<file path="src/shared/amd_defines.vh">
// constants for the processor address map decoder and interrupt fan-out
// assumes a single core clock; no software-visible registers in this block
//
// Notes on behaviour
// (RULE1) every irq goes to both interrupt controllers
// (RULE2) any routed irq wakes retention deep sleep
// (RULE3) no non-maskable interrupt input or output exists
// (RULE4) priority fields are three bits, eight levels
// (RULE5) vector base relocatable, handler fetch follows it
// (RULE6) 0x40000000 region is peripheral, not executable
// (RULE7) 0x60000000 external memory allows instruction fetch
// (RULE8) lower private window stays inside processor
// (RULE9) upper private window goes out as APB
// (RULE10) fetch from private or vendor region faults
// (RULE11) software keeps vector table out of private region
// (RULE12) vendor region data goes on system bus
// (RULE13) protection unit has at most eight regions
// (RULE14) no match or permission breach raises fault
// (RULE15) check core and system protection attributes both
// (RULE16) three separate AHB master ports are used
// (RULE17) code space fetches use instruction code bus
// (RULE18) code space data and debug use data bus
// (RULE19) SRAM and peripherals go on system bus
// (RULE20) SRAM also decoded at alias in code space
// (RULE21) APB bridge adds exactly one wait state
// (RULE22) reserved and device region fetches also fault
`ifndef AMD_DEFINES_VH
`define AMD_DEFINES_VH

// ----------------------------------------------------------------
// address map, full 32-bit addresses compared against region bases
// ----------------------------------------------------------------
`define AMD_CODE_BASE 32'h00000000
`define AMD_RSVD_BASE 32'h20000000
`define AMD_PERIPH_BASE 32'h40000000
`define AMD_EXTRAM_BASE 32'h60000000
`define AMD_EXTDEV_BASE 32'hA0000000
`define AMD_PPB_BASE 32'hE0000000
`define AMD_PPB_INT_LAST 32'hE0043FFF
`define AMD_PPB_EXT_BASE 32'hE0044000
`define AMD_VENDOR_BASE 32'hE0100000
`define AMD_SRAM_BASE 32'h20000000
`define AMD_SRAM_SIZE 32'h00100000
`define AMD_ALIAS_BASE 32'h10000000
`define AMD_APB_BASE 32'h40000000
`define AMD_APB_LAST 32'h4FFFFFFF

// ----------------------------------------------------------------
// route select bit positions (one-hot)
// ----------------------------------------------------------------
`define AMD_RT_INSTRUCTION_CODE_BUS 0
`define AMD_RT_DATA_CODE_BUS 1
`define AMD_RT_SYS 2
`define AMD_RT_PPBINT 3
`define AMD_RT_EXTERNAL_PRIVATE_PERIPH_PORT 4
`define AMD_RT_W 5

// ----------------------------------------------------------------
// region attribute field positions
// ----------------------------------------------------------------
`define AMD_ATTR_XN 0
`define AMD_ATTR_RO 1
`define AMD_ATTR_PRIV 2
`define AMD_ATTR_W 3
`define AMD_NUM_RGN 8

// ----------------------------------------------------------------
// interrupt fabric
// ----------------------------------------------------------------
`define AMD_NUM_IRQ 32
`define AMD_IRQ_IDW 5
`define AMD_PRIO_W 3
`define AMD_EXC_OFFSET 16
`define AMD_APB_WAITS 1

`endif

</file>
<file path="src/amd_decoder.v">
// address map decoder, bus router, fetch guard and interrupt fan-out
// assumes requester and peripherals run on mclk; one request in flight
`timescale 1ns/1ps
`include "amd_defines.vh"

module amd_decoder
(
  mclk,
  rstn,
  ce,
  reqValid,
  reqAddr,
  reqFetch,
  reqWrite,
  reqPriv,
  reqDebug,
  sysProtDeny,
  mpuEnable,
  rgnEnable,
  rgnBase,
  rgnLast,
  rgnAttr,
  irqIn,
  irqPrio,
  vecBase,
  deepSleep,
  reqReady,
  routeValid,
  routeSel,
  routeAddr,
  sramAlias,
  accessDone,
  faultFetch,
  faultMpu,
  faultSys,
  nvicIrq,
  wakeIrq,
  wakeReq,
  irqPending,
  irqBestId,
  irqBestPrio,
  vecFetchAddr
);
  input wire mclk;
  input wire rstn;
  input wire ce;
  input wire reqValid;
  input wire [31:0] reqAddr;
  input wire reqFetch;
  input wire reqWrite;
  input wire reqPriv;
  input wire reqDebug;
  input wire sysProtDeny;
  input wire mpuEnable;
  input wire [`AMD_NUM_RGN-1:0] rgnEnable;
  input wire [32*`AMD_NUM_RGN-1:0] rgnBase;
  input wire [32*`AMD_NUM_RGN-1:0] rgnLast;
  input wire [`AMD_ATTR_W*`AMD_NUM_RGN-1:0] rgnAttr;
  input wire [`AMD_NUM_IRQ-1:0] irqIn;
  input wire [`AMD_PRIO_W*`AMD_NUM_IRQ-1:0] irqPrio;
  input wire [31:0] vecBase;
  input wire deepSleep;
  output reg reqReady;
  output reg routeValid;
  output reg [`AMD_RT_W-1:0] routeSel;
  output reg [31:0] routeAddr;
  output reg sramAlias;
  output reg accessDone;
  output reg faultFetch;
  output reg faultMpu;
  output reg faultSys;
  output reg [`AMD_NUM_IRQ-1:0] nvicIrq;
  output reg [`AMD_NUM_IRQ-1:0] wakeIrq;
  output reg wakeReq;
  output reg irqPending;
  output reg [`AMD_IRQ_IDW-1:0] irqBestId;
  output reg [`AMD_PRIO_W-1:0] irqBestPrio;
  output reg [31:0] vecFetchAddr;

  // ----------------------------------------------------------------
  // access state machine
  // ----------------------------------------------------------------
  localparam [1:0] ST_IDLE = 2'b01;
  localparam [1:0] ST_WAIT = 2'b10;

  reg [1:0] state_q;
  reg [1:0] state_d;

  // ----------------------------------------------------------------
  // protection unit: eight comparators, highest index wins
  // ----------------------------------------------------------------
  wire [`AMD_NUM_RGN-1:0] rgnHit;
  wire [`AMD_NUM_RGN-1:0] rgnBreach;
  reg mpuMatch;
  reg mpuViol;
  integer r;

  genvar g;
  generate
    for (g = 0; g < `AMD_NUM_RGN; g = g + 1)
    begin : gRgn
      amd_region_check uCheck
      (
        .enable(rgnEnable[g]),
        .baseAddr(rgnBase[32*g+31:32*g]),
        .lastAddr(rgnLast[32*g+31:32*g]),
        .attr(rgnAttr[`AMD_ATTR_W*g+`AMD_ATTR_W-1:`AMD_ATTR_W*g]),
        .addr(reqAddr),
        .isFetch(reqFetch),
        .isWrite(reqWrite),
        .isPriv(reqPriv),
        .hit(rgnHit[g]),
        .breach(rgnBreach[g])
      );
    end
  endgenerate

  // overlapping regions: later region overrides earlier, as is usual
  always @*
  begin
    mpuMatch = 1'b0;
    mpuViol = 1'b0;
    for (r = 0; r < `AMD_NUM_RGN; r = r + 1) // RULE13
    begin
      if (rgnHit[r])
      begin
        mpuMatch = 1'b1;
        mpuViol = rgnBreach[r];
      end
    end
  end

  // ----------------------------------------------------------------
  // address decode
  // ----------------------------------------------------------------
  reg inCode;
  reg inRsvd;
  reg inPeriph;
  reg inExtRam;
  reg inExtDev;
  reg inPpbInt;
  reg inPpbExt;
  reg inVendor;
  reg inAlias;
  reg inApb;
  reg nonExec;
  reg mpuFault;
  reg anyFault;
  reg [`AMD_RT_W-1:0] selD;
  reg [31:0] addrD;

  always @*
  begin
    inCode = 1'b0;
    inRsvd = 1'b0;
    inPeriph = 1'b0;
    inExtRam = 1'b0;
    inExtDev = 1'b0;
    inPpbInt = 1'b0;
    inPpbExt = 1'b0;
    inVendor = 1'b0;
    if (reqAddr >= `AMD_VENDOR_BASE)
      inVendor = 1'b1;
    else if (reqAddr >= `AMD_PPB_EXT_BASE)
      inPpbExt = 1'b1;
    else if (reqAddr >= `AMD_PPB_BASE)
      inPpbInt = 1'b1;
    else if (reqAddr >= `AMD_EXTDEV_BASE)
      inExtDev = 1'b1;
    else if (reqAddr >= `AMD_EXTRAM_BASE)
      inExtRam = 1'b1;
    else if (reqAddr >= `AMD_PERIPH_BASE)
      inPeriph = 1'b1;
    else if (reqAddr >= `AMD_RSVD_BASE)
      inRsvd = 1'b1;
    else
      inCode = 1'b1;
    inAlias = inCode && (reqAddr >= `AMD_ALIAS_BASE) &&
              (reqAddr < `AMD_ALIAS_BASE + `AMD_SRAM_SIZE); // RULE20
    inApb = inPeriph && (reqAddr <= `AMD_APB_LAST);
    // external RAM and code stay executable
    nonExec = inRsvd || inPeriph || inExtDev || // RULE6 RULE22
              inPpbInt || inPpbExt || inVendor; // RULE10 RULE7
    mpuFault = mpuEnable && (!mpuMatch || mpuViol); // RULE14
    anyFault = (reqFetch && nonExec) || mpuFault || sysProtDeny; // RULE15
  end

  always @*
  begin
    selD = {`AMD_RT_W{1'b0}};
    addrD = reqAddr;
    if (inCode && reqFetch && !reqDebug)
      selD[`AMD_RT_INSTRUCTION_CODE_BUS] = 1'b1; // RULE17
    else if (inCode)
      selD[`AMD_RT_DATA_CODE_BUS] = 1'b1; // RULE18
    else if (inPpbInt)
      selD[`AMD_RT_PPBINT] = 1'b1; // RULE8
    else if (inPpbExt)
      selD[`AMD_RT_EXTERNAL_PRIVATE_PERIPH_PORT] = 1'b1; // RULE9
    else
      selD[`AMD_RT_SYS] = 1'b1; // RULE12 RULE19
    // alias keeps its code-bus route but targets the SRAM array
    if (inAlias)
      addrD = reqAddr - `AMD_ALIAS_BASE + `AMD_SRAM_BASE; // RULE20
  end

  // ----------------------------------------------------------------
  // access sequencing
  // ----------------------------------------------------------------
  always @*
  begin
    state_d = state_q;
    case (state_q)
      ST_IDLE:
        if (reqValid && reqReady && !anyFault && inApb)
          state_d = ST_WAIT; // RULE21
      ST_WAIT:
        state_d = ST_IDLE;
      default:
        state_d = ST_IDLE;
    endcase
  end

  // three separate master ports: instruction_code_bus, data_code_bus and system selects
  always @(posedge mclk)
  begin
    if (!rstn)
    begin
      state_q <= ST_IDLE;
      reqReady <= 1'b0;
      routeValid <= 1'b0;
      routeSel <= {`AMD_RT_W{1'b0}};
      routeAddr <= 32'h00000000;
      sramAlias <= 1'b0;
      accessDone <= 1'b0;
      faultFetch <= 1'b0;
      faultMpu <= 1'b0;
      faultSys <= 1'b0;
    end
    else if (ce)
    begin
      state_q <= state_d;
      routeValid <= 1'b0;
      accessDone <= 1'b0;
      faultFetch <= 1'b0;
      faultMpu <= 1'b0;
      faultSys <= 1'b0;
      reqReady <= (state_d == ST_IDLE);
      case (state_q)
        ST_IDLE:
          if (reqValid && reqReady)
          begin
            // a faulting access is never issued on any port
            if (anyFault)
            begin
              routeSel <= {`AMD_RT_W{1'b0}}; // RULE14
              faultFetch <= reqFetch && nonExec; // RULE10
              faultMpu <= mpuFault;
              faultSys <= sysProtDeny; // RULE15
              accessDone <= 1'b1;
            end
            else
            begin
              routeValid <= 1'b1; // RULE16
              routeSel <= selD;
              routeAddr <= addrD;
              sramAlias <= inAlias;
              accessDone <= !inApb; // RULE21
            end
          end
        ST_WAIT:
          accessDone <= 1'b1; // RULE21
        default:
          accessDone <= 1'b0;
      endcase
    end
  end

  // ----------------------------------------------------------------
  // interrupt fan-out and priority pick
  // ----------------------------------------------------------------
  reg found;
  reg [`AMD_IRQ_IDW-1:0] bestId;
  reg [`AMD_PRIO_W-1:0] bestPrio;
  reg [`AMD_PRIO_W-1:0] thisPrio;
  integer i;

  // lower value is more urgent; ties go to the lower line number
  always @*
  begin
    found = 1'b0;
    bestId = {`AMD_IRQ_IDW{1'b0}};
    bestPrio = {`AMD_PRIO_W{1'b1}};
    thisPrio = {`AMD_PRIO_W{1'b0}};
    for (i = 0; i < `AMD_NUM_IRQ; i = i + 1)
    begin
      thisPrio = irqPrio[`AMD_PRIO_W*i +: `AMD_PRIO_W]; // RULE4
      if (irqIn[i] && (!found || thisPrio < bestPrio))
      begin
        found = 1'b1;
        bestId = i[`AMD_IRQ_IDW-1:0];
        bestPrio = thisPrio;
      end
    end
  end

  // no nmi line exists: every source is maskable
  always @(posedge mclk)
  begin
    if (!rstn)
    begin
      nvicIrq <= {`AMD_NUM_IRQ{1'b0}};
      wakeIrq <= {`AMD_NUM_IRQ{1'b0}};
      wakeReq <= 1'b0;
      irqPending <= 1'b0;
      irqBestId <= {`AMD_IRQ_IDW{1'b0}};
      irqBestPrio <= {`AMD_PRIO_W{1'b0}};
      vecFetchAddr <= 32'h00000000;
    end
    else if (ce)
    begin
      nvicIrq <= irqIn; // RULE1 RULE3
      wakeIrq <= irqIn; // RULE1
      wakeReq <= deepSleep && (|irqIn); // RULE2
      irqPending <= found;
      irqBestId <= bestId;
      irqBestPrio <= bestPrio; // RULE4
      // base assumed outside the private window by software RULE11
      vecFetchAddr <= vecBase +
        {24'h000000, {1'b0, bestId} + 6'h10, 2'b00}; // RULE5
    end
  end
endmodule // amd_decoder

</file>
<file path="src/amd_region_check.v">
// one protection region comparator: hit and permission breach
// assumes base and last are inclusive byte addresses set by software
`timescale 1ns/1ps
`include "amd_defines.vh"

module amd_region_check
(
  enable,
  baseAddr,
  lastAddr,
  attr,
  addr,
  isFetch,
  isWrite,
  isPriv,
  hit,
  breach
);
  input wire enable;
  input wire [31:0] baseAddr;
  input wire [31:0] lastAddr;
  input wire [`AMD_ATTR_W-1:0] attr;
  input wire [31:0] addr;
  input wire isFetch;
  input wire isWrite;
  input wire isPriv;
  output wire hit;
  output wire breach;

  assign hit = enable && (addr >= baseAddr) && (addr <= lastAddr);
  assign breach = (isFetch && attr[`AMD_ATTR_XN]) ||
                  (isWrite && attr[`AMD_ATTR_RO]) ||
                  (!isPriv && attr[`AMD_ATTR_PRIV]);
endmodule // amd_region_check

</file>
<file path="config.mk">
export PLATFORM = sky130hd
export DESIGN_NAME = amd_decoder
export DESIGN_NICKNAME = d
export VERILOG_FILES = /design/src/amd_decoder.v /design/src/amd_region_check.v
export VERILOG_INCLUDE_DIRS = /design/src /design/src/shared
export SDC_FILE = /design/constraint.sdc
export NUM_CORES = 1
export LEC_CHECK = 0
export ABC_AREA = 1
export BUFFER_PORTS_ARGS = -buffer_cell sky130_fd_sc_hd__buf_2
export CAP_MARGIN = 20
export CORE_AREA = 2 2 351 353
export DETAILED_ROUTE_END_ITERATION = 10
export DIE_AREA = 0 0 353 355
export GPL_TIMING_DRIVEN = 0
export PLACE_DENSITY = 0.38
export SLEW_MARGIN = 0
export SYNTH_ARGS = -nofsm -noshare
export SYNTH_HDL_FRONTEND = slang
export SYNTH_SLANG_ARGS = --single-unit
</file>
<file path="constraint.sdc">
create_clock -name mclk -period 40 [get_ports mclk]
set_input_delay 10 -clock mclk [delete_from_list [all_inputs] [get_ports mclk]]
set_output_delay 10 -clock mclk [all_outputs]
set_load 0.02 [all_outputs]
</file>
# ---- Word level (Yosys, flattened, before mapping)
# Index checks and enable logic that the tools add are counted.
dict set report totals {
  input_bits 747
  ff_bits 120
}
dict set report op_classes {
  n_mux 169
  n_addsub 4
  n_eq_ne 3
  n_lt_le_gt_ge 57
  bitwise 1
  n_reduce_logical 176
}
# operator n
set ops {}
lappend ops {{$ge 32x32->1} 8}
lappend ops {{$le 32x32->1} 8}
lappend ops {{$mux 5} 31}
lappend ops {{$ge 32x32->1 const B} 4}
lappend ops {{$mux 1} 100}
lappend ops {{$mux 3} 33}
lappend ops {{$lt 3x3->1} 31}
lappend ops {{$logic_and 1x1->1} 82}
lappend ops {{$ge 32x31->1 const B} 2}
lappend ops {{$logic_or 1x1->1} 55}
lappend ops {{$logic_not 1->1} 36}
lappend ops {{$add 32x30->32 const B} 1}
lappend ops {{$add 32x8->32} 1}
lappend ops {{$ge 32x29->1 const B} 1}
lappend ops {{$ge 32x30->1 const B} 1}
lappend ops {{$le 32x31->1 const B} 1}
lappend ops {{$lt 32x29->1 const B} 1}
lappend ops {{$mux 32} 1}
lappend ops {{$reduce_or 32->1} 1}
lappend ops {{$sub 32x29->32 const B} 1}
lappend ops {{$add 5x5->6 const B} 1}
lappend ops {{$eq 2x1->1 const B} 2}
lappend ops {{$mux 2} 2}
lappend ops {{$mux 4} 1}
lappend ops {{other kinds (5)} 5}

# ---- Depth between registers and ports, before layout
# Gate-level depths: netlist of the first run.
dict set report depth {
  ltp_word 127
  ltp_mapped 299
  ltp_nobuf 299
}

# ---- Hierarchy
# Synthesis of the first run repeated with hierarchy kept, for this count alone.
dict set report hier_totals {
  cells_unflattened 3929
  hier_area_um2 23867.9
}
# module cells_each area_each_um2 instances
set by_module_without_submodules {}
lappend by_module_without_submodules {amd_region_check 286 1754.2 8}
lappend by_module_without_submodules {amd_decoder 1641 9834.4 1}

# ---- Least setup slack after synthesis of the first run
# Ideal clock, no wire load.
dict set report synth_path {
  kind {input to register}
  start {input port irqPrio[1]}
  end {register vecFetchAddr[31]}
  setup_ns 0.117
  path_stages 265
  n_path_buf 0
  slack_ns 1.461
  arrival_time_ns 38.422
  t_required_ns 39.883
  cell_sequence {inv_1 a21oi_1 nor2_1 nand2_2 nand3_2 o22ai_1 ha_1 nand2_1 clkinv_1 nand2_1 nand2_1 nand2_2 nand2_2 o21ai_0 ha_1 nand2_1 inv_2 nand2_1 (+229 left out) o21bai_1 a21oi_1 o21bai_1 a21oi_1 nor2_1 nand3_1 nor3b_1 nand3_1 nor3_1 nand4_1 nor3_1 nand4_1 nor3_1 nand3_1 o31ai_1 inv_1 o221ai_1 inv_1}
}
dict set report synth_via {
  elab_chain_cells 127
  word_cells_on_any_way 217
}
# item line
set synth_rtl {}
lappend synth_rtl {{start: declaration} amd_decoder.v:60} ;# input wire [`AMD_PRIO_W*`AMD_NUM_IRQ-1:0] irqPrio;
lappend synth_rtl {{$mux 3 *} amd_decoder.v:298} ;# if (irqIn[i] && (!found || thisPrio < bestPrio))
lappend synth_rtl {{$lt 3x3->1} amd_decoder.v:298}
lappend synth_rtl {{$logic_or 1x1->1} amd_decoder.v:298}
lappend synth_rtl {{$logic_and 1x1->1} amd_decoder.v:298}
lappend synth_rtl {{$mux 3 / $mux 1 (equally long branches)} amd_decoder.v:298}
lappend synth_rtl {{$lt 3x3->1 / $logic_not 1->1 (equally long branches)} amd_decoder.v:298}
lappend synth_rtl {{$logic_or 1x1->1} amd_decoder.v:298}
lappend synth_rtl {{$logic_and 1x1->1} amd_decoder.v:298}
lappend synth_rtl {{(+112 left out)} n/a}
lappend synth_rtl {{$mux 3 / $mux 1 (equally long branches)} amd_decoder.v:298}
lappend synth_rtl {{$lt 3x3->1 / $logic_not 1->1 (equally long branches)} amd_decoder.v:298}
lappend synth_rtl {{$logic_or 1x1->1} amd_decoder.v:298}
lappend synth_rtl {{$logic_and 1x1->1} amd_decoder.v:298}
lappend synth_rtl {{$mux 5 *} amd_decoder.v:298}
lappend synth_rtl {{net bestId[1]} amd_decoder.v:283} ;# reg [`AMD_IRQ_IDW-1:0] bestId;
lappend synth_rtl {{$add 5x5->6 *} amd_decoder.v:330} ;# {24'h000000, {1'b0, bestId} + 6'h10, 2'b00};
lappend synth_rtl {{$add 32x8->32 *} amd_decoder.v:329} ;# vecFetchAddr <= vecBase +
lappend synth_rtl {{end signal: assignment} amd_decoder.v:329}
lappend synth_rtl {{end: declaration} amd_decoder.v:78} ;# output reg [31:0] vecFetchAddr;
# The timed path passes the listed nets; every way through them passes the cells marked *.
# A chain may end at the register's enable or synchronous reset.

# ---- Final worst setup path of the first run
# Same ends and word-level chain as after synthesis.

==> results of run 1 <==
## registers in the layout (all words and copies together) (netlist names), 2 cells and up
signal and cells:
routeSel 5, state_q 2, irqBestId 5, routeAddr 32, wakeIrq 32, irqBestPrio 3
vecFetchAddr 32
## cell type report
class | instances | area (sq um)
diodes | 36 | 90.09
clock buffers | 18 | 429.2
fillers | 14050 | 89760
flip-flops and latches | 120 | 2402
clock inverters | 13 | 171.4
multi-input cells | 2498 | 17590
inverters | 831 | 3119
plain buffers | 72 | 437.9
well taps | 1625 | 2033
repair buffers | 1008 | 5361
## cells by family after synthesis
family                   count (synthesis)
AND/OR/NAND/NOR                       1299
XOR/XNOR                                25
AO/OA/AOI/OAI                          616
buffers and inverters                  903
adder cells (fa/ha/maj)                558
flip-flops                             120
## path summary, 6_finish.rpt
kind | startpoint | to | slack (ns)
worst max-delay path | irqPrio[1] | vecFetchAddr[31]$_SDFFE_PN0P_ | 1.85
worst min-delay path | routeAddr[29]$_SDFFE_PN0P_ | routeAddr[29]$_SDFFE_PN0P_ | 0.46
worst max register to register | state_q[1]$_SDFFE_PN0P_ | routeAddr[25]$_SDFFE_PN0P_ | 37.10
worst min register to register | routeAddr[29]$_SDFFE_PN0P_ | routeAddr[29]$_SDFFE_PN0P_ | 0.46
## routing by layer
metal	vias up	routed length [um]
li1	13620	-
met1	11830	48920
met2	775	64860
met3	179	8185
met4	48	3179
met5	-	301
## layout by cell type, fill, tap and decap left out, types with 25 or more instances in the layout
master,instances
inv_1,802
nand3_1,206
a21oi_1,266
dfxtp_1,120
nand2_2,49
o21ai_4,29
o21ai_0,167
nor3_1,31
nor2_1,299
buf_2,892
buf_4,146
nand2_1,537
diode_2,36
clkbuf_1,30
ha_1,539
a211oi_1,28
nand4_1,68
nand2_4,55
o221ai_1,25
## timing repair
action,in CTS,in global routing
buffers inserted,5,107
resized for setup,51,184
pin swaps,7,86
setup endpoints to repair,38,29
hold buffers,0,0
## report_power, final
| group | total (mW) | switching (mW) | internal, mW |
|---|---|---|---|
| logic | 0.987 | 0.566 | 0.420 |
| registers | 0.137 | 0.00711 | 0.130 |
| clock network | 0.167 | 0.0684 | 0.0983 |
## worst max-delay path, delay by kind of cell
family,cells,cell delay (ns)
simple gates,169,13.26
fa+ha+maj,31,7.30
compound gates,39,6.07
buf+inv,34,1.70
## per-stage QoR
stage / cell area [sq um] / setup TNS [ns]
after floorplan: 22440 / 0
after global placement: 28940 / -97.38
after detailed placement: 28990 / -89.29
after CTS: 29710 / 0
after global routing: 31610 / -1.435
final: 31640 / 0
==> metrics.txt, run 1 <==
Tot Pwr 1.290 mW; GRT Max-Usage Layer met2; Final WS setup 1.855 ns; top-area cell type share of the netlist area 31.06%; Leak between 15 and 20 nW; CP peak stage delay approximately 0.30 ns; final WL ~130,000 um; dominant cell type by area after synthesis ha_1; Max FO, Critical Path 8; Tightest Pin Transition approximately 1.0 ns; Seq cells post-synth 120; Max clock buf depth 2; Syn. warnings 0; critical path's slowest cell ha_1; syn nets about 4,800; DRC Markers 0; final hold slack between 0.4 and 0.5 ns; initial core utilization ~18%; clk_lat worst skew 0.46 ns; met1 usage approximately a fifth; largest family of logic cells by synthesized area adder cells; r2r worst-path depth 13; synthesized-area fraction occupied by and/or/nand/nor cells between 20% and 30%; met3 usage between 5 and 6%; register area share after synthesis between 10% and 20%; initial antenna violation count 85; Util after Layout between 20% and 30%; ranking of synthesized cells by area ha_1 31%, inv_1 13%, dfxtp_1 11%; final hold vios 0; GRT Residual Overflow 0; fraction of registers with async set/reset 0%; Arr. time, crit path roughly 39 ns; Post-Layout Cell Count 6,221; Synth Area in Compound Gates between 10% and 20%; layout cell share with drive strength beyond 1 28.29%; CTS Sinks 120; fin crit share 95.36%; Top FF cell, synth dfxtp_1; RD Place Congestion just under 0.9; syn avg cell area 6.373 sq um; largest net degree at the start of global routing 23; Die Y approximately 360 um; CTS tree yes; area growth from synthesis to layout 41.00%; cells after synthesis roughly 3,500; maxcap violations 0; post-synthesis instance area between 20,000 and 25,000 sq um; worst hold path cell count 2; Slew Viols, Final 0; multiplexer share of the synthesized area 0%; Rows roughly 130; clock slew at reported path FFs approximately 0.07 ns; Die Wd 353 um; die area approximately 130,000 sq um; status complete, no violations; RSZ-0062 raised after global routing yes; Place WS -4.559 ns; FMAX approximately 26 MHz; CTS root buffer clkbuf_16; I/O pin cnt about 900; number of global-route vias before repair approximately 26,000; Worst Skew 0.008907 ns; # H-tree levels 4; Critical Path End Type flop; startpoint types input port; via count between 20,000 and 30,000; Post-Synth Adder-Cell Area a little over 30%; met2 Track Usage GR a little over a third; first-pass GRT wire length 172,800 um; Avg WL per Cell 20.17 um; IO Port Bufs 893; most frequent cell on the critical path nand2_1; Cell variety after synth 55; fin crit period 38.15 ns; initial drt markers 1,059; Core Region between 100,000 and 150,000 sq um; Post-Synth XOR/XNOR Area 0.9759%; final setup vio count 0; drt via density between 4 and 5; Post-DRT Antenna Nets 0; Peak supply drop approximately 0.034 mV; most frequent cells after synthesis 803 x inv_1, 579 x nand2_1, 557 x ha_1, 302 x nor2_1, 269 x a21oi_1; cell with the most instances after synthesis inv_1; Setup CP Type input port to flop; Worst EP required 40.36 ns; first drt pass iteration count 5; Hold Path Class flop to flop; power density over the cells between 40 and 50 nW/um^2; # nets final roughly 6,000; Max-slew headroom between 30% and 40%; EDFF count, synth 0; CTS buffer count 17; cell count after placement 6,042; Final HPWL DP approximately 110,000 um; GR Util All Layers 19.11%
No activity file was read; power rests on OpenSTA's default activity.
==> run 2, diff against run 1 <==
--- a/config.mk
+++ b/config.mk
@@ -13,7 +13,7 @@
 export DETAILED_ROUTE_END_ITERATION = 10
 export DIE_AREA = 0 0 353 355
 export GPL_TIMING_DRIVEN = 0
-export PLACE_DENSITY = 0.38
+export PLACE_DENSITY = 0.37
 export SLEW_MARGIN = 0
 export SYNTH_ARGS = -nofsm -noshare
 export SYNTH_HDL_FRONTEND = slang
==> constraint.sdc (replaced) <==
create_clock -name mclk -period 35.6 [get_ports mclk]
set_input_delay 8.9 -clock mclk [delete_from_list [all_inputs] [get_ports mclk]]
set_output_delay 8.9 -clock mclk [all_outputs]
set_load 0.02 [all_outputs]
==> run 2 against run 1 <==
Compared with the run above: via count increased by 1.1%; clock skew decreased by 0.00060 ns; flip-flop and latch count stayed put; wire length rose by 1.6%; die area unchanged; highest routed layer unchanged; first-iteration DRC count increased by 7.6%; sequential share of layout area down 0.24 points; combinational power rose by 25%.
==> metrics.txt, run 2 (same netlist as run 1, synthesis figures left out) <==
final WL 127,500 um (was 125,400 um); Critical Path End Type flop (unchanged); Rows 128 (unchanged); Worst EP required 36.01 ns (was 40.36 ns); initial antenna violation count 88 (was 85); Die Y 355 um (unchanged); Hold Path Sink wakeReq$_SDFFE_PN0P_ (was routeAddr[29]$_SDFFE_PN0P_); Core Region 121,400 sq um (unchanged); fin crit share between 90% and 100%; most common cell after layout, fill and taps aside buf_2 (unchanged); die area 125,300 sq um (unchanged); first drt pass iteration count 6 (was 5); CP peak stage delay 0.29 ns (was 0.30 ns); Place WS -5.055 ns (was -4.559 ns); # H-tree levels 4 (unchanged); Setup CP Type input port to flop (unchanged); Die Wd 353 um (unchanged); power density over the cells 48.14 nW/um^2 (was 40.78 nW/um^2); area growth from synthesis to layout 45.70% (was 41.00%); CTS Sinks 120 (unchanged); clock slew at reported path FFs 0.07 ns (about the same); area of the multi-input gates 18,160 sq um (was 17,590 sq um); Hold Path Class flop to flop (unchanged); FMAX 28.51 MHz; CTS tree yes (unchanged); Worst Skew 0.008312 ns (was 0.008907 ns); critical path's slowest cell ha_1 (unchanged); startpoint types input port (unchanged); largest net degree at the start of global routing 23 (unchanged); Largest regs routeAddr: 32 flops, vecFetchAddr: 32 flops, wakeIrq: 32 flops (unchanged); Peak supply drop 0.03496 mV (was 0.03406 mV); via count 26,730 (was 26,450); most frequent cells in the layout 889 x buf_2, 796 x inv_1, 528 x ha_1, 472 x nand2_1, 292 x nor2_1 (was 892 x buf_2, 802 x inv_1, 539 x ha_1, 537 x nand2_1, 299 x nor2_1); most frequent cell on the critical path nand2_2 (was nand2_1); GR Util All Layers 19.59% (was 19.11%); Tightest Pin Transition 1.052 ns (was 1.040 ns); Leak 18.87 nW (was 18.44 nW); I/O pin cnt 897 (unchanged); IO Port Bufs 893 (unchanged); r2r worst-path depth 13 (unchanged); Max FO, Critical Path 6 (was 8); status complete, no violations (unchanged); initial core utilization 18.48% (unchanged); Post-Layout Cell Count 6,267 (was 6,221); final hold vios 0 (unchanged); Slew Viols, Final 0 (unchanged); # nets final 5,897 (was 5,853); Avg WL per Cell 20.35 um (was 20.17 um); min-delay src wakeReq$_SDFFE_PN0P_ (was routeAddr[29]$_SDFFE_PN0P_); fin crit period between 30 and 40 ns; CTS root buffer clkbuf_16 (unchanged); final setup vio count 0 (unchanged); worst hold path cell count 2 (unchanged); FF/Latch Area 2402 sq um (unchanged); initial drt markers 1,140 (was 1,059); maxcap violations 0 (unchanged); RSZ-0062 raised after global routing yes (unchanged); layout cell share with drive strength beyond 1 32.05% (was 28.29%); final hold slack 0.4618 ns (was 0.4590 ns); drt via density 4.266 (was 4.252); Post-DRT Antenna Nets 0 (unchanged); Filler Cell Count 13,980 (was 14,050); GRT Residual Overflow 0 (unchanged); number of global-route vias before repair 26,800 (was 25,630); clk_lat worst skew 0.46 ns (about the same); slack of the worst reg-to-reg path 32.62 ns (was 37.10 ns); first-pass GRT wire length 177,800 um (was 172,800 um); RD Place Congestion 0.8819 (was 0.8854); Reg-to-Reg Start state_q[1]$_SDFFE_PN0P_ (unchanged); CTS buffer count 17 (unchanged); reg2reg end routeAddr[22]$_SDFFE_PN0P_ (was routeAddr[25]$_SDFFE_PN0P_); Max clock buf depth 2 (unchanged); hold buffer count at cts 0 (unchanged); Final HPWL DP 107,400 um (was 106,700 um); Final WS setup 0.5301 ns (was 1.855 ns); Arr. time, crit path 35.48 ns (was 38.51 ns); cell count after placement 6,040 (was 6,042); Max-slew headroom 29.87% (was 30.66%); DRC Markers 0 (unchanged)
run 2: worst max-delay path by stage:
stage | to | cells past startpoint | from
6_report | vecFetchAddr[31]$_SDFFE_PN0P_ | 271 | irqIn[0]
5_1_grt | vecFetchAddr[29]$_SDFFE_PN0P_ | 280 | irqPrio[2]
4_1_cts | vecFetchAddr[31]$_SDFFE_PN0P_ | 281 | irqIn[0]
3_5_place_dp | vecFetchAddr[31]$_SDFFE_PN0P_ | 265 | irqIn[0]
3_3_place_gp | vecFetchAddr[31]$_SDFFE_PN0P_ | 265 | irqIn[0]
2_1_floorplan | vecFetchAddr[31]$_SDFFE_PN0P_ | 265 | irqPrio[1]
run 2: per-stage QoR:
step | power, mW | util (%) | setup TNS [ns] | area, sq um
after floorplan | 0.7151 | - | 0 | 22450
after CTS | 1.458 | 26.22 | -4.425 | 31830
after global routing | 1.723 | 26.91 | -12.28 | 32670
after detailed placement | 0.9595 | 23.86 | -119.43 | 28970
after global placement | 0.9622 | 23.85 | -128.56 | 28960
final | 1.574 | 26.93 | 0 | 32690
run 2: worst max-delay path, delay by kind of cell:
kind | cells | cell delay [ns]
AO/OA/AOI/OAI | 38 | 5.65
adder cells (fa/ha/maj) | 30 | 6.96
AND/OR/NAND/NOR | 171 | 12.29
buffers and inverters | 32 | 1.49
run 2: power breakdown:
part,internal [mW],switching [mW],total (mW)
clock,0.114,0.0796,0.194
combinational,0.541,0.685,1.23
sequential,0.146,0.00798,0.154
total,0.801,0.773,1.57
run 2: final cells by class:
cell class                      count  area share (%)
Buffer                             72           1.340
Clock buffer                       19           1.385
Multi-Input combinational cell   2498           55.56
Antenna cell                       37          0.2832
Sequential cell                   120           7.348
Tap cell                         1625           6.219
Inverter                          831           9.599
Clock inverter                     13          0.5167
Timing Repair Buffer             1052           17.75
run 2: what timing repair did:
item / 4_1_cts / 5_1_grt
endpoints found under the hold margin: 0 / 0
resized for setup: 274 / 159
setup endpoints to repair: 38 / 33
pin swaps: 135 / 251
setup buffers: 146 / 41
run 2: layer usage:
metal,vias up,wire [um],GRT usage [%]
met5,-,369,0
met4,60,4538,7.370
met3,197,7599,4.672
met2,758,65080,36.30
met1,12030,49920,21.49
li1,13690,-,-
==> run 3, diff against run 2 <==
--- a/config.mk
+++ b/config.mk
@@ -10,10 +10,11 @@
 export BUFFER_PORTS_ARGS = -buffer_cell sky130_fd_sc_hd__buf_2
 export CAP_MARGIN = 20
 export CORE_AREA = 2 2 351 353
+export CTS_BUF_LIST = sky130_fd_sc_hd__clkbuf_16
 export DETAILED_ROUTE_END_ITERATION = 10
 export DIE_AREA = 0 0 353 355
-export GPL_TIMING_DRIVEN = 0
 export PLACE_DENSITY = 0.37
+export RECOVER_POWER = 50
 export SLEW_MARGIN = 0
 export SYNTH_ARGS = -nofsm -noshare
 export SYNTH_HDL_FRONTEND = slang
==> run 3 against run 2 <==
Compared with the run above: final cell count up 0.75%; total power decreased by 0.48%; worst setup slack better by 0.40 ns; clock skew increased by 0.0015 ns; global-route usage fell by 0.70 points; clock power is 8% lower; via count down 0.82%; count of clock-buffer cells in the layout is 2 lower; non-clock buffer count grew 48; wire length down 2.9%; sequential share of layout area up 0.14 points; worst hold slack improved by 0.0043 ns; largest cell class unchanged.
==> metrics.txt, run 3 (same netlist as run 1, synthesis figures left out) <==
FMAX 28.85 MHz (was 28.51 MHz); Placement Cell Area 30,250 sq um (was 28,970 sq um); crit path capture vecFetchAddr[31]$_SDFFE_PN0P_ (unchanged); most common cell after layout, fill and taps aside inv_1 (was buf_2); Avg WL per Cell 19.60 um (was 20.35 um); most frequent cells in the layout 795 x inv_1, 784 x buf_2, 546 x ha_1, 494 x nand2_1, 292 x nor2_1 (was 889 x buf_2, 796 x inv_1, 528 x ha_1, 472 x nand2_1, 292 x nor2_1); Tot Pwr 1.566 mW (was 1.574 mW); worst hold path cell count 2 (unchanged); status complete, no violations (unchanged); Filler Cell Count 14,050 (was 13,980); Reg-to-Reg Start state_q[1]$_SDFFE_PN0P_ (unchanged); initial drt markers 1,104 (was 1,140); CTS Sinks 120 (unchanged); Critical Path End Type flop (unchanged); fin crit period 34.67 ns (was 35.07 ns); Tightest Pin Transition 1.053 ns (was 1.052 ns); cell count after placement 6,195 (was 6,040); Worst Skew 0.009835 ns (was 0.008312 ns); largest net degree at the start of global routing 73 (was 23); GRT Residual Overflow 0 (unchanged); Final HPWL DP 105,200 um (was 107,400 um); r2r worst-path depth 13 (unchanged); clock slew at reported path FFs 0.07 ns (about the same); GR Util All Layers 18.88% (was 19.59%); post-route cell area 32,090 sq um (was 32,690 sq um); I/O pin cnt 897 (unchanged); Peak supply drop 0.03669 mV (was 0.03496 mV); number of global-route vias before repair 26,380 (was 26,800); DRC Markers 0 (unchanged); CTS root buffer clkbuf_16 (unchanged); WP buf/inv 33 (was 32); critical path depth in cells 286 (was 271); final hold slack 0.4661 ns (was 0.4618 ns); first-pass GRT wire length 172,400 um (was 177,800 um); initial antenna violation count 78 (was 88); highest metal used met5 (unchanged); Largest regs routeAddr: 32 flops, vecFetchAddr: 32 flops, wakeIrq: 32 flops (unchanged); area growth from synthesis to layout 43.02% (was 45.70%); CTS tree yes (unchanged); family with the most delay on the worst path simple AND/OR/NAND/NOR gates (unchanged); layout cell share with drive strength beyond 1 29.94% (was 32.05%); startpoint types input port (unchanged); final WL 123,800 um (was 127,500 um); final setup vio count 0 (unchanged); maxcap violations 0 (unchanged); Slew Viols, Final 0 (unchanged); Post-DRT Antenna Nets 0 (unchanged); metal2 WL 63,460 um (was 65,080 um); die area 125,300 sq um (unchanged); final hold vios 0 (unchanged); Core Region 121,400 sq um (unchanged); Max FO, Critical Path 6 (unchanged); # nets final 5,945 (was 5,897); IO Port Bufs 896 (was 893); drt via density 4.199 (was 4.266); fin crit share 97.37% (was 98.51%); Die Wd 353 um (unchanged); power density over the cells 48.81 nW/um^2 (was 48.14 nW/um^2); Max-slew headroom 29.80% (was 29.87%); CTS buffer count 17 (unchanged); most frequent cell on the critical path nand2_2 (unchanged); clk_lat worst skew 0.46 ns (about the same); critical path's slowest cell ha_1 (unchanged); Rows 128 (unchanged); via count 26,520 (was 26,730); # H-tree levels 4 (unchanged); slack of the worst reg-to-reg path 32.51 ns (was 32.62 ns); initial core utilization 18.48% (unchanged); met3 wire length 8132 um (was 7599 um); min-delay src faultMpu$_SDFFE_PN0P_ (was wakeReq$_SDFFE_PN0P_); Post-Layout Cell Count 6,314 (was 6,267); Crit. Startpoint irqPrio[4] (was irqIn[0]); RD Place Congestion 0.8717 (was 0.8819); Setup CP Type input port to flop (unchanged); Worst EP required 35.96 ns (was 36.01 ns); Leak 18.57 nW (was 18.87 nW); Util after Layout 26.43% (was 26.93%); RSZ-0062 raised after global routing yes (unchanged); detailed-routing wirelength on met1 48,690 um (was 49,920 um); Die Y 355 um (unchanged); Arr. time, crit path 35.02 ns (was 35.48 ns); Hold Path Class flop to flop (unchanged); reg2reg end routeAddr[3]$_SDFFE_PN0P_ (was routeAddr[22]$_SDFFE_PN0P_); first drt pass iteration count 5 (was 6); CP peak stage delay 0.30 ns (was 0.29 ns); Max clock buf depth 2 (unchanged)
run 3: cell count changes in the layout (fill, tap and decap cells not counted), sizes merged:
cell         change
dlygate4sd1      -1
clkinvlp         +2
clkbuf          +74
diode            -1
inv             +14
clkinv          -12
bufinv           -2
buf             -27
run 3: repair_timing:
item,4_1_cts,5_1_grt
gates resized for setup,44,221
hold buffers,0,0
setup buffers,11,42
setup endpoints to repair,13,30
pin swaps,26,148
endpoints found under the hold margin,0,0
run 3: worst min path at each step:
| stage | endpoint | slack, ns |
|---|---|---|
| 2_1_floorplan | state_q[0]$_SDFFE_PN1P_ | 0.48 |
| 6_report | faultMpu$_SDFFE_PN0P_ | 0.47 |
| 4_1_cts | routeAddr[30]$_SDFFE_PN0P_ | 0.47 |
| 5_1_grt | sramAlias$_SDFFE_PN0P_ | 0.49 |
| 3_3_place_gp | routeAddr[30]$_SDFFE_PN0P_ | 0.45 |
| 3_5_place_dp | routeAddr[30]$_SDFFE_PN0P_ | 0.45 |
run 3: layout make-up:
class / instances / area [sq um] / area share (%)
Inverter: 831 / 3124 / 9.736
Timing Repair Buffer: 1172 / 6477 / 20.19
Tap cell: 1625 / 2033 / 6.336
Clock buffer: 17 / 425.4 / 1.326
Clock inverter: 15 / 142.6 / 0.4445
Antenna cell: 36 / 90.09 / 0.2807
Multi-Input combinational cell: 2498 / 17390 / 54.21
Sequential cell: 120 / 2402 / 7.486
run 3: metal layers:
layer	GRT usage [%]	up-vias
li1	-	13780
met1	20.56	11840
met2	35.41	695
met3	5.164	156
met4	5.540	52
met5	0	-
run 3: stage by stage:
step / TNS (ns) / setup slack, ns
floorplan: 0 / 0.005770
global placement: -2.691 / -0.5650
detailed placement: -12.78 / -1.364
CTS: 0 / 0.006114
global route: -10.34 / -1.314
finish: 0 / 0.9348
run 3: worst reg2reg max path, cell delays in order (launching register included):
cell and delay (ns):
dfxtp_1 0.34, inv_1 0.06, ha_1 0.17, inv_1 0.05, nor2_1 0.12, inv_1 0.05, nor2_1 0.31, inv_1 0.25
nor2_4 0.14, buf_4 0.43, inv_1 0.44, buf_4 0.32, nor2_1 0.23, nor2_1 0.08
run 3: report_power, final:
part | switching [mW] | internal (mW) | leakage [nW] | total, mW
Sequential | 0.00747 | 0.146 | 0.987 | 0.153
Combinational | 0.644 | 0.591 | 17.3 | 1.23
Clock | 0.0808 | 0.0973 | 0.275 | 0.178
